File: config.mk
export PLATFORM = sky130hd
export DESIGN_NAME = memory_space_decoder
export DESIGN_NICKNAME = d
export VERILOG_FILES = /design/src/verilog/read_return_stage.v /design/src/verilog/info_area_rom.v /design/src/verilog/memory_space_decoder.v
export VERILOG_INCLUDE_DIRS = /design/src /design/src/verilog
export SDC_FILE = /design/constraint.sdc
export NUM_CORES = 1
export LEC_CHECK = 0
export ABC_AREA = 1
export BUFFER_PORTS_ARGS = -buffer_cell sky130_fd_sc_hd__buf_2
export CAP_MARGIN = 25
export CELL_PAD_IN_SITES_DETAIL_PLACEMENT = 2
export CELL_PAD_IN_SITES_GLOBAL_PLACEMENT = 2
export CORE_MARGIN = 2
export CORE_UTILIZATION = 18
export CTS_CLUSTER_DIAMETER = 80
export DETAILED_ROUTE_END_ITERATION = 8
export PLACE_DENSITY = 0.82
export SLEW_MARGIN = 20
export SYNTH_ARGS = -nofsm -noshare
export SYNTH_HDL_FRONTEND = slang
export SYNTH_SLANG_ARGS = --single-unit
File: constraint.sdc
create_clock -name clock -period 1.3 [get_ports clock]
set_input_delay 0.065 -clock clock [delete_from_list [all_inputs] [get_ports clock]]
set_output_delay 0.065 -clock clock [all_outputs]
set_load 0.01 [all_outputs]
File: src/verilog/memory_space_map.vh
// Purpose: constants for the memory space decoder
// Assumes: byte wide register file and program memory
// Notes: included by every file of the decoder
`ifndef MEMORY_SPACE_MAP_VH
`define MEMORY_SPACE_MAP_VH

// register file space
`define RF_ADDR_W 12
`define RF_SPACE_BYTES 4096
`define RAM_BASE 12'h000
`define CTRL_BASE 12'hf00
`define CTRL_LAST 12'hfff
`define CTRL_BYTES 256
`define RAM_SIZE_MIN 2048
`define RAM_SIZE_MAX 4096
`define PAGE_SELECT_ADDR 12'hffd
`define PAGE_SELECT_RESET 8'h00
`define INFO_ENABLE_BIT 7

// program memory space
`define PM_ADDR_W 16
`define PM_SPACE_BYTES 65536
`define FLASH_SIZE_MIN 16384
`define FLASH_SIZE_MAX 65536
`define INFO_BASE 16'hfe00
`define INFO_LAST 16'hffff
`define INFO_BYTES 512
`define INFO_OFFSET_W 9
`define PART_NUM_BASE 9'h040
`define PART_NUM_LEN 20
`define UNIMPL_FLASH_DATA 8'hff
`define UNDEF_DATA 8'h00

// program memory access kinds
`define PM_FETCH 2'h0
`define PM_LOAD 2'h1
`define PM_DEBUG 2'h2

// read data sources
`define SRC_UNDEF 2'h0
`define SRC_RAM 2'h1
`define SRC_PERIPH 2'h2
`define SRC_PAGE 2'h3
`define SRC_FILL 2'h0
`define SRC_FLASH 2'h1
`define SRC_INFO 2'h2

`endif

File: src/verilog/read_return_stage.v
// Purpose: registers the read answer of one address space
// Assumes: sources present their data one cycle after the request
// Notes: valid stands for exactly one cycle, the answer holds until the next one
`timescale 1ns/1ps
`include "memory_space_map.vh"

module read_return_stage (
   input wire clock,
   input wire reset_n,
   input wire issue,
   input wire [1:0] sel,
   input wire [7:0] src0,
   input wire [7:0] src1,
   input wire [7:0] src2,
   input wire [7:0] src3,
   output reg [7:0] rdata,
   output reg rvalid
);

   reg pending;
   reg [1:0] sel_q;
   reg [7:0] next_rdata;

   always @* begin
      case (sel_q)
         2'h0: next_rdata = src0;
         2'h1: next_rdata = src1;
         2'h2: next_rdata = src2;
         2'h3: next_rdata = src3;
         default: next_rdata = `UNDEF_DATA;
      endcase
   end

   always @(posedge clock or negedge reset_n) begin
      if (!reset_n) begin
         pending <= 1'b0;
         sel_q <= 2'h0;
         rdata <= 8'h00;
         rvalid <= 1'b0;
      end else begin
         pending <= issue;
         if (issue) begin
            sel_q <= sel;
         end
         rvalid <= pending;
         // data holds its last value between answers
         if (pending) begin
            rdata <= next_rdata;
         end
      end
   end

endmodule

File: src/verilog/info_area_rom.v
// Purpose: read-only information area contents
// Assumes: offset is the low nine bits of a program memory address
// Notes: one cycle read latency, same as the flash array
`timescale 1ns/1ps
`include "memory_space_map.vh"

module info_area_rom #(
   // arbitrary part number, left-justified and zero filled
   parameter [159:0] PART_NUMBER = {"TESTPART", 96'h0}
) (
   input wire clock,
   input wire reset_n,
   input wire rd,
   input wire [8:0] offset,
   output reg [7:0] rdata
);

   wire [8:0] char_index = offset - `PART_NUM_BASE;
   wire in_part_number = (offset >= `PART_NUM_BASE) &&
                         (char_index < `PART_NUM_LEN);
   wire [159:0] shifted = PART_NUMBER << {char_index[4:0], 3'b000};

   // there is no write port at all, so the contents cannot change
   always @(posedge clock or negedge reset_n) begin
      if (!reset_n) begin
         rdata <= 8'h00;
      end else if (rd) begin
         // reserved bytes of the area read as zero
         rdata <= in_part_number ? shifted[159:152] : 8'h00;
      end
   end

endmodule

File: src/verilog/memory_space_decoder.v
// Purpose: address decoder for the register file, program memory and data memory spaces
// Assumes: ram, flash and peripherals answer one cycle after a read strobe
// Notes: read answers arrive two edges after the request, from flip-flops
`timescale 1ns/1ps
`include "memory_space_map.vh"

module memory_space_decoder #(
   parameter integer RAM_SIZE = `RAM_SIZE_MAX,
   parameter integer FLASH_SIZE = `FLASH_SIZE_MAX,
   parameter [159:0] PART_NUMBER = {"TESTPART", 96'h0}
) (
   input wire clock,
   input wire reset_n,
   // register file requests from core or debugger
   input wire [11:0] rf_addr,
   input wire rf_rd,
   input wire rf_wr,
   input wire [7:0] rf_wdata,
   output wire [7:0] rf_rdata,
   output wire rf_rvalid,
   // on-chip ram
   output wire [11:0] ram_addr,
   output wire ram_rd,
   output wire ram_wr,
   output wire [7:0] ram_wdata,
   input wire [7:0] ram_rdata,
   // control register window
   output wire [7:0] periph_addr,
   output wire periph_rd,
   output wire periph_wr,
   output wire [7:0] periph_wdata,
   input wire [7:0] periph_rdata,
   // program memory requests
   input wire [15:0] pm_addr,
   input wire [1:0] pm_kind,
   input wire pm_rd,
   input wire pm_wr,
   input wire [7:0] pm_wdata,
   output wire [7:0] pm_rdata,
   output wire pm_rvalid,
   // on-chip flash
   output wire [15:0] flash_addr,
   output wire flash_rd,
   output wire flash_wr,
   output wire [7:0] flash_wdata,
   input wire [7:0] flash_rdata,
   // data memory requests
   input wire [15:0] dm_addr,
   input wire dm_rd,
   input wire dm_wr,
   output wire [7:0] dm_rdata,
   output wire dm_rvalid,
   // overlay state
   output wire info_enabled,
   output wire [7:0] page_select
);

   localparam [12:0] RAM_END = RAM_SIZE[12:0];
   localparam [16:0] FLASH_END = FLASH_SIZE[16:0];

   // register file region codes
   localparam [1:0] RF_RAM = 2'h0;
   localparam [1:0] RF_HOLE = 2'h1;
   localparam [1:0] RF_CTRL = 2'h2;

   // classify a register file address
   function [1:0] rf_region;
      input [11:0] addr;
      begin
         if (addr >= `CTRL_BASE) begin
            rf_region = RF_CTRL;
         end else if ({1'b0, addr} < RAM_END) begin
            rf_region = RF_RAM;
         end else begin
            rf_region = RF_HOLE;
         end
      end
   endfunction

   // flash exists from address zero up to the variant size
   function flash_present;
      input [15:0] addr;
      begin
         flash_present = ({1'b0, addr} < FLASH_END);
      end
   endfunction

   // true when the overlay applies to this address
   function in_info_window;
      input [15:0] addr;
      input enabled;
      begin
         in_info_window = enabled && (addr >= `INFO_BASE);
      end
   endfunction

   reg [7:0] page_select_reg;

   // register file decode
   wire [1:0] rf_kind = rf_region(rf_addr);
   wire rf_is_page = (rf_addr == `PAGE_SELECT_ADDR);
   wire rf_to_ram = (rf_kind == RF_RAM);
   wire rf_to_ctrl = (rf_kind == RF_CTRL) && !rf_is_page;

   assign ram_addr = rf_addr;
   assign ram_wdata = rf_wdata;
   assign ram_rd = rf_rd && rf_to_ram;
   // the gap between ram and the control window swallows writes
   assign ram_wr = rf_wr && rf_to_ram;

   assign periph_addr = rf_addr[7:0];
   assign periph_wdata = rf_wdata;
   // reserved control addresses go to the peripheral side unchanged;
   // what they return there is whatever that side drives
   assign periph_rd = rf_rd && rf_to_ctrl;
   assign periph_wr = rf_wr && rf_to_ctrl;

   reg [1:0] rf_sel;

   always @* begin
      case (rf_kind)
         RF_RAM: rf_sel = `SRC_RAM;
         RF_CTRL: rf_sel = rf_is_page ? `SRC_PAGE : `SRC_PERIPH;
         RF_HOLE: rf_sel = `SRC_UNDEF;
         default: rf_sel = `SRC_UNDEF;
      endcase
   end

   // page select lives here because the overlay depends on it
   always @(posedge clock or negedge reset_n) begin
      if (!reset_n) begin
         page_select_reg <= `PAGE_SELECT_RESET;
      end else if (rf_wr && rf_is_page) begin
         page_select_reg <= rf_wdata;
      end
   end

   assign page_select = page_select_reg;
   assign info_enabled = page_select_reg[`INFO_ENABLE_BIT];

   read_return_stage u_rf_return (
      .clock(clock),
      .reset_n(reset_n),
      .issue(rf_rd),
      .sel(rf_sel),
      .src0(`UNDEF_DATA),
      .src1(ram_rdata),
      .src2(periph_rdata),
      .src3(page_select_reg),
      .rdata(rf_rdata),
      .rvalid(rf_rvalid)
   );

   // program memory decode
   wire pm_in_flash = flash_present(pm_addr);
   wire pm_overlay = in_info_window(pm_addr, info_enabled);
   // fetches ignore the overlay so code in the top page keeps running
   wire pm_data_read = (pm_kind == `PM_LOAD) || (pm_kind == `PM_DEBUG);
   wire pm_use_info = pm_rd && pm_overlay && pm_data_read;
   wire pm_use_flash = pm_rd && pm_in_flash && !pm_use_info;

   assign flash_addr = pm_addr;
   assign flash_wdata = pm_wdata;
   assign flash_rd = pm_use_flash;
   // a write into the overlaid window is dropped entirely while the
   // overlay is on, since it can only have been aimed at the info area
   assign flash_wr = pm_wr && pm_in_flash && !pm_overlay;

   reg [1:0] pm_sel;

   always @* begin
      if (pm_use_info) begin
         pm_sel = `SRC_INFO;
      end else if (pm_in_flash) begin
         pm_sel = `SRC_FLASH;
      end else begin
         pm_sel = `SRC_FILL;
      end
   end

   wire [7:0] info_rdata;

   info_area_rom #(
      .PART_NUMBER(PART_NUMBER)
   ) u_info_rom (
      .clock(clock),
      .reset_n(reset_n),
      .rd(pm_use_info),
      .offset(pm_addr[8:0]),
      .rdata(info_rdata)
   );

   read_return_stage u_pm_return (
      .clock(clock),
      .reset_n(reset_n),
      .issue(pm_rd),
      .sel(pm_sel),
      .src0(`UNIMPL_FLASH_DATA),
      .src1(flash_rdata),
      .src2(info_rdata),
      .src3(`UNIMPL_FLASH_DATA),
      .rdata(pm_rdata),
      .rvalid(pm_rvalid)
   );

   // data memory space: nothing is decoded, writes vanish and reads
   // still get an answer so a stray access cannot hang the core
   wire dm_unused_addr = |dm_addr;
   wire dm_unused_wr = dm_wr;

   reg dm_pending;
   reg dm_answer_valid;
   reg [7:0] dm_answer;

   // a local two-stage answer keeps the timing of the other spaces
   // without a return stage whose every source is a constant
   always @(posedge clock or negedge reset_n) begin
      if (!reset_n) begin
         dm_pending <= 1'b0;
         dm_answer_valid <= 1'b0;
         dm_answer <= `UNDEF_DATA;
      end else begin
         dm_pending <= dm_rd;
         dm_answer_valid <= dm_pending;
         if (dm_pending) begin
            dm_answer <= `UNDEF_DATA;
         end
      end
   end

   assign dm_rdata = dm_answer;
   assign dm_rvalid = dm_answer_valid;

endmodule

# Word level (Yosys, flattened, before mapping)
# Index checks and enable logic that the tools add are counted.
# Widths: inputs -> output; s select.
[classes]
n_lt_le_gt_ge = 4
n_reduce_logical = 20
n_shift = 1
n_eq_ne = 10
add_sub_neg = 1
n_mux = 7
[op_table]
columns = ["op", "n"]
rows = [
  ["$shl 159x8->160 const A", 1],
  ["$pmux 8 s4", 1],
  ["$pmux 8 s3", 1],
  ["$ge 16x16->1 const B", 1],
  ["$eq 12x12->1 const B", 1],
  ["$eq 2x2->1 const B", 6],
  ["$ge 12x12->1 const B", 1],
  ["$logic_and 1x1->1", 12],
  ["$ge 9x7->1 const B", 1],
  ["$lt 9x5->1 const B", 1],
  ["$sub 9x7->9 const B", 1],
  ["$mux 8", 1],
  ["$eq 2x1->1 const B", 3],
  ["$logic_not 2->1", 3],
  ["$mux 2", 2],
  ["$pmux 2 s2", 1],
  ["$logic_not 1->1", 3],
  ["$reduce_or 2->1", 1],
  ["$logic_or 1x1->1", 1],
  ["$mux 1", 1],
]
[totals]
input_bits = 94
ff_bits = 42

# Logic depth before layout (Yosys ltp)
# Gate-level depths: netlist of run 1.
[logic_depth]
word_depth = 6
mapped_depth = 8

# Modules after synthesis
# From an unflattened synthesis of run 1, not the netlist that was laid out.
[unflattened]
hier_cells = 390
hier_area_um2 = 2899.0
[by_module_without_submodules]
columns = ["mod", "seq_area_each_um2", "area_per_inst_um2", "cells_per_inst", "n_inst"]
rows = [
  ["read_return_stage", 300.3, 703.2, 97, 2],
  ["memory_space_decoder", 250.2, 1134.8, 148, 1],
  ["info_area_rom", 125.1, 357.8, 48, 1],
]

# Worst setup path after synthesis of run 1
# Ideal clock, no wire load.
[synth_timing]
path_kind = "register to register"
start = "reg u_pm_return.sel_q[0]"
end = "reg u_pm_return.rdata[0]"
n_path_buf = 0
arrival_time_ps = 1111
slack_ps = 66
path_stages_with_launch = 7
setup_ps = 123
required_time_ps = 1177
cell_sequence = "dfrtp_1 > inv_1 > ha_1 > nor2_1 > a21oi_1 > o21ai_0 > nand2_1"
[synth_via]
elab_chain_len = 3
word_cells_on_any_way = 6
classes_between = "eq/ne (3); mux (1); reduce/logical (2)"
[synth_lines]
columns = ["element", "line", "rtl"]
rows = [
  ["start: declaration", "read_return_stage.v:21", "reg [1:0] sel_q;"],
  ["start signal: assignment", "read_return_stage.v:43", "sel_q <= sel;"],
  ["$eq 2x2->1 or $logic_not 2->1 (tied branches)", "read_return_stage.v:25", "case (sel_q)"],
  ["$reduce_or 2->1 (no source line)", "--", ""],
  ["$pmux 8 s3 (*)", "read_return_stage.v:25", ""],
  ["end signal: assignment", "read_return_stage.v:48", "rdata <= next_rdata;"],
  ["end: declaration", "read_return_stage.v:16", "output reg [7:0] rdata,"],
]
# Every way passes the cells marked *; elsewhere a longest branch is shown, timed or not.
# A chain may end at the register's enable or synchronous reset.

# Final worst setup path of run 1
[layout_timing]
start = "reg u_pm_return.sel_q[0]"
end = "reg u_pm_return.rdata[6]"
# Same word-level chain as after synthesis.

==> impl_metrics.toml, run 1 <==
[outcome]
result_of_the_run = "finished with violations"
violations = "setup timing"

[drt]
drcViolationCount = 0
route.antenna.remaining_nets = 0
first_iter_violations = 34
wirelength_um = 8420
post_drt_via_cell_ratio = 3.88
via_count = 2386
drt_first_pass_iters = 3
wl_per_cell_um = 13.7

[timing]
rsz0062_at_grt = "yes"
max_freq_mhz = 758
setup_ws_ns = -0.0192
setup_viol = 1
post-route-period-util = 1.01
timing_worst_slew_pin_value_ns = 0.514
setup_tns_ns = -0.0192
period_needed_ns = 1.32
max_slew_margin = 0.658
slew_violations = 0
skew_ns = 0.00217
final-hold-violation-count = 0

[die]
die_y_um = 123
floorplan.core_area_sq_um = 13900
chipWidth_um = 123
floorplan.initialDensity = 0.184
die_area_sq_um = 15100
boundaryPins = 196
placementRows = 43

[layout]
final_common_cell = "sky130_fd_sc_hd__buf_2"
number_of_cells_in_the_finished_layout_apart_from_fillers = 615
drive_gt1_frac = 0.444
final_nets = 538
antenna-diode-count = 0
layout.cells.most_common_list = "sky130_fd_sc_hd__buf_2 (154), sky130_fd_sc_hd__nand2_1 (99), sky130_fd_sc_hd__dfrtp_1 (37), sky130_fd_sc_hd__inv_1 (31), sky130_fd_sc_hd__nand3_1 (14)"
finalCoreUtilization = 0.239
area_growth_pct = 30.3
finalInstanceArea_sq_um = 3320

[pwr]
power.switching_uw = 853
swShare = 0.277
internal_power_uw = 2230
cellLeakagePower_uw = 0.00190
power-per-cell-area_nw_per_um2 = 928
comb_power_share = 0.204
power.sequential.fraction = 0.432
max_ir_drop_vdd_uv = 452
power.clock.fraction = 0.365

[clock_tree]
clock_path_buffers = 2
clk_pin_slew_worst_paths_ns = 0.05
clkLatencyLatePin_ns = 0.27
h-tree-depth = 2
tritoncts_clock_tree = "built"
cts_root_buf = "sky130_fd_sc_hd__clkbuf_16"
cts-buffers-inserted = 5
tritoncts_num_sinks = 39

[job]
max-cap-violations = 0

[global_routing]
vias_in_the_first_global_route = 2617
grt_pass1_wl_um = 13200
grt_max_degree = 40
antenna_found_initial = 0
global_route.usage.total = 0.112
overflow = 0

[critical_path]
startpoint_type = "flop"
worst_path_required_time_ns = 1.45
reg2reg_depth = 7
arrival_time_worst_endpoint_ns = 1.47
reg2reg_slack_ns = -0.02
worst-path-max-fanout = 6
critical_path.endpoint_type = "flop"
timing.setup.critical_path_class = "reg2reg"

[yosys]
synth_top_cells_by_area = "sky130_fd_sc_hd__dfrtp_1 (38%), sky130_fd_sc_hd__buf_4 (21%), sky130_fd_sc_hd__nand2_1 (15%), sky130_fd_sc_hd__inv_1 (4.7%), sky130_fd_sc_hd__ha_1 (3.9%)"
post-synth-top-area-fraction = 0.383
yosysUniqueCellTypes = 23
mapped_area_sq_um = 2550
ys_async_sr_fraction = 1.00
synth-edff-count = 0
seq_area_frac_synth = 0.383
count_of_state_elements_after_synthesis = 39
netlist_instances = 330
yosysTopAreaCell = "sky130_fd_sc_hd__dfrtp_1"
synth_flop_type = "sky130_fd_sc_hd__dfrtp_1"
yosys_warnings = 0
post_synth.cell_area_avg_sq_um = 7.72

[placed_design]
place.detailed.hpwl_um = 7170
portBuffers = 154
placed_cell_area_sq_um = 3070
globalplace.congestion = 0.742
place_ws_ns = -0.0796
placedCellCount = 603

[worst_hold_path]
min-delay-path-class = "in2reg"
min_path_cells = 3
-- cells by family (layout without fill, tap and decap cells) --
group | after synthesis | in the layout | synth area share
DFF | 39 | 39 | 0.383
adders and majority gates | 8 | 8 | 0.0393
other | 1 | 8 | 0.00147
AOI/OAI and AO/OA | 29 | 29 | 0.0594
buffers and inverters | 109 | 207 | 0.266
and+or+nand+nor | 144 | 144 | 0.251
-- routing by layer --
metal / track usage / vias up / part of all wire
met4: 0.0355 / 0 / 0.013
met5: 0 / - / 0
met3: 0.0138 / 7 / 0.042
li1: - / 1154 / -
met1: 0.130 / 1148 / 0.41
met2: 0.211 / 77 / 0.54
-- power by group through the flow --
| stage | Combinational, uW | Sequential (uW) | Clock, uW |
|---|---|---|---|
| floorplan | 391 | 1370 | 0 |
| global placement | 600 | 1350 | 0 |
| detailed placement | 629 | 1350 | 0 |
| CTS | 642 | 1330 | 1160 |
| global route | 715 | 1340 | 1210 |
| finish | 627 | 1330 | 1120 |
-- worst max-delay path, stage by stage (launching register included) --
cell and delay [ns]:
sky130_fd_sc_hd__dfrtp_1 0.40, sky130_fd_sc_hd__inv_2 0.09, sky130_fd_sc_hd__ha_4 0.20, sky130_fd_sc_hd__nor2_4 0.10
sky130_fd_sc_hd__buf_6 0.13, sky130_fd_sc_hd__a21oi_1 0.07, sky130_fd_sc_hd__o21ai_0 0.12, sky130_fd_sc_hd__nand2_1 0.08
-- cell type report --
| type | instances | area (sq um) |
|---|---|---|
| Timing Repair Buffer | 165 | 867 |
| Fill cell | 1645 | 10600 |
| Clock buffer | 6 | 129 |
| Inverter | 36 | 138 |
| Tap cell | 180 | 225 |
| Multi-Input combinational cell | 189 | 983 |
| Sequential cell | 39 | 978 |
-- worst paths after layout --
check                                     start              endpoint
max                        u_pm_return.sel_q[0]  u_pm_return.rdata[6]
min                              flash_rdata[2]  u_pm_return.rdata[2]
max reg2reg                u_pm_return.sel_q[0]  u_pm_return.rdata[6]
min reg2reg                          dm_pending             dm_rvalid
max in group asynchronous               reset_n  u_rf_return.sel_q[0]
min in group asynchronous               reset_n        page_select[0]
-- synth_stat cells, types with 2 or more instances --
cell	instances
sky130_fd_sc_hd__nand2_1	100
sky130_fd_sc_hd__buf_4	70
sky130_fd_sc_hd__dfrtp_1	39
sky130_fd_sc_hd__inv_1	32
sky130_fd_sc_hd__nand3_1	14
sky130_fd_sc_hd__nor2_1	13
sky130_fd_sc_hd__o21ai_0	12
sky130_fd_sc_hd__ha_1	8
sky130_fd_sc_hd__nand4_1	8
sky130_fd_sc_hd__o21ai_1	8
sky130_fd_sc_hd__a21oi_1	7
sky130_fd_sc_hd__buf_2	3
sky130_fd_sc_hd__inv_2	3
sky130_fd_sc_hd__nor2_4	3
sky130_fd_sc_hd__nor2_2	2
-- per-stage QoR --
stage                     power (uW)  hold slack [ns]
final                           3080           0.0119
after global routing            3260           0.0292
after CTS                       3130           0.0110
after detailed placement        1980            0.130
after global placement          1950            0.130
after floorplan                 1760           -0.231
-- what timing repair did --
item | CTS | global route
pin swaps | 3 | 10
hold buffers | 4 | 0
gates resized for setup | 5 | 17
endpoints found under the setup margin | 9 | 14
setup buffers | 2 | 0
hold endpoints to repair | 42 | 0
No activity file was read; power rests on OpenSTA's default activity.
==> inputs of run 2 (changes only) <==
--- a/config.mk
+++ b/config.mk
@@ -17,2 +17,3 @@
 export DETAILED_ROUTE_END_ITERATION = 8
+export HOLD_SLACK_MARGIN = 0.08
 export PLACE_DENSITY = 0.82
==> constraint.sdc (replaced) <==
create_clock -name clock -period 1.3 [get_ports clock]
set_input_delay 0.13 -clock clock [delete_from_list [all_inputs] [get_ports clock]]
set_output_delay 0.13 -clock clock [all_outputs]
set_load 0.01 [all_outputs]
==> impl_metrics.toml, run 2 (same netlist as run 1, synthesis figures left out) <==
[drt]
route.antenna.remaining_nets = 0
drt_first_pass_iters = 4
wirelength_um = 8710
post_drt_via_cell_ratio = 3.91
wl_per_cell_um = 14.0
via_count = 2429
first_iter_violations = 66
drcViolationCount = 0

[layout]
antenna-diode-count = 0
drive_gt1_frac = 0.447
final_nets = 542
layout.cells.most_common_list = "sky130_fd_sc_hd__buf_2 (154), sky130_fd_sc_hd__nand2_1 (99), sky130_fd_sc_hd__dfrtp_1 (38), sky130_fd_sc_hd__inv_1 (31), sky130_fd_sc_hd__o21ai_1 (16)"
number_of_cells_in_the_finished_layout_apart_from_fillers = 621
final_common_cell = "sky130_fd_sc_hd__buf_2"
finalInstanceArea_sq_um = 3390
area_growth_pct = 32.9

[global_routing]
vias_in_the_first_global_route = 2638
overflow = 0
grt_max_degree = 40
global_route.usage.total = 0.113
antenna_found_initial = 0
grt_pass1_wl_um = 13400

[pwr]
cellLeakagePower_uw = 0.00194
power-per-cell-area_nw_per_um2 = 928
max_ir_drop_vdd_uv = 415
design_power_total_uw = 3140

[timing]
rsz0062_at_grt = "yes"
max_slew_margin = 0.660
max_freq_mhz = 710
slew_violations = 0
skew_ns = 0.00391
final-hold-violation-count = 0
post-route-period-util = 1.08
setup_viol = 3
timing_worst_slew_pin_value_ns = 0.510
setup_ws_ns = -0.108
period_needed_ns = 1.41

[placed_design]
placed_cell_area_sq_um = 3100
place_ws_ns = -0.0325
placedCellCount = 605
place.detailed.hpwl_um = 7010
globalplace.congestion = 0.729
portBuffers = 154

[critical_path]
worst-path-max-fanout = 6
regToRegEndpoint = "u_pm_return.rdata[1]"
arrival_time_worst_endpoint_ns = 1.55
max_stage_delay_ns = 0.40
startpoint_type = "flop"
critical_path.endpoint_type = "flop"
reg2reg_start = "u_pm_return.sel_q[0]"
worst_path_required_time_ns = 1.45
timing.setup.critical_path_class = "reg2reg"
reg2reg_slack_ns = -0.11
cpMaxStageDelayCell = "sky130_fd_sc_hd__dfrtp_1"
cpMostUsedCell = "sky130_fd_sc_hd__buf_6"
worstPathCellList = "buf_6, ha_4, nor2_4, buf_6, a21oi_2, o21ai_1, nand2_1"
reg2reg_depth = 7

[die]
floorplan.initialDensity = 0.184
chipWidth_um = 123
die_area_sq_um = 15100
floorplan.core_area_sq_um = 13900
boundaryPins = 196
placementRows = 43
die_y_um = 123

[outcome]
violations = "setup timing"
result_of_the_run = "finished with violations"

[worst_hold_path]
hold_start = "flash_rdata[4]"
min_path_cells = 3
min-delay-path-class = "in2reg"
holdPathEnd = "u_pm_return.rdata[4]"

[clock_tree]
clock_path_buffers = 2
cts_root_buf = "sky130_fd_sc_hd__clkbuf_16"
clk_pin_slew_worst_paths_ns = 0.06
clkLatencyLatePin_ns = 0.28
tritoncts_clock_tree = "built"
h-tree-depth = 2
cts-buffers-inserted = 5
tritoncts_num_sinks = 39

[job]
max-cap-violations = 0
run 2: cell types whose count changed in the layout (fill, tap and decap cells not counted), moves of 2 or more:
cell	change
sky130_fd_sc_hd__o21ai_1	+5
sky130_fd_sc_hd__o21ai_0	-4
sky130_fd_sc_hd__a21oi_2	+3
sky130_fd_sc_hd__a21oi_1	-2
run 2: how the worst max path moves through the flow:
stage                         startpoint                    to  slack [ns]  cells past startpoint
finish              u_pm_return.sel_q[0]  u_pm_return.rdata[1]       -0.11                      7
global route        u_pm_return.sel_q[0]  u_pm_return.rdata[1]       -0.17                      7
CTS                       page_select[7]              flash_rd       -0.07                      6
detailed placement  u_pm_return.sel_q[0]  u_pm_return.rdata[1]       -0.03                      7
global placement    u_pm_return.sel_q[0]  u_pm_return.rdata[2]        0.05                      7
floorplan           u_pm_return.sel_q[0]  u_pm_return.rdata[0]        0.07                      6
run 2: routing by layer:
layer / part of all wire / wire [um] / vias to the layer above / global-route usage
met5: 0 / 0 / - / 0
met2: 0.53 / 4630 / 82 / 0.208
met4: 0.018 / 155 / 0 / 0.0391
met1: 0.41 / 3590 / 1181 / 0.135
met3: 0.038 / 332 / 9 / 0.0143
li1: - / - / 1157 / -
run 2: critical path: cells and delay by family, from the launching register on:
kind                     cells  cell delay [ns]
AO/OA/AOI/OAI                2             0.22
adder cells (fa/ha/maj)      1             0.16
buffers and inverters        2             0.27
flip-flops                   1             0.40
AND/OR/NAND/NOR              2             0.23
run 2: report_power, final:
group / internal, uW / switching [uW]
registers: 1280 / 48.9
logic: 265 / 380
clock network: 709 / 460
total: 2260 / 889
run 2: repair_timing:
action / in CTS / in global routing
pin swaps: 4 / 11
hold buffers: 5 / 0
hold endpoints to repair: 44 / 0
setup endpoints to repair: 9 / 13
buffers inserted: 2 / 2
gates resized for setup: 12 / 16
run 2: per-stage QoR:
| stage | util | setup TNS, ns | hold WS [ns] |
|---|---|---|---|
| final | 0.244 | -0.196 | 0.0692 |
| after global routing | 0.244 | -0.661 | 0.0869 |
| after CTS | 0.241 | -0.0726 | 0.0806 |
| after detailed placement | 0.223 | -0.128 | 0.123 |
| after global placement | 0.223 | 0 | 0.113 |
| after floorplan | - | 0 | -0.166 |
run 2: area by class of cell:
cell class                 instances  area [sq um]
clock buffer                       7           133
clock inverter                     1          5.00
fill                            1666         10500
inverter                          36           138
multi-input combinational        189           995
sequential                        39           977
tap                              180           225
timing repair buffer             169           916
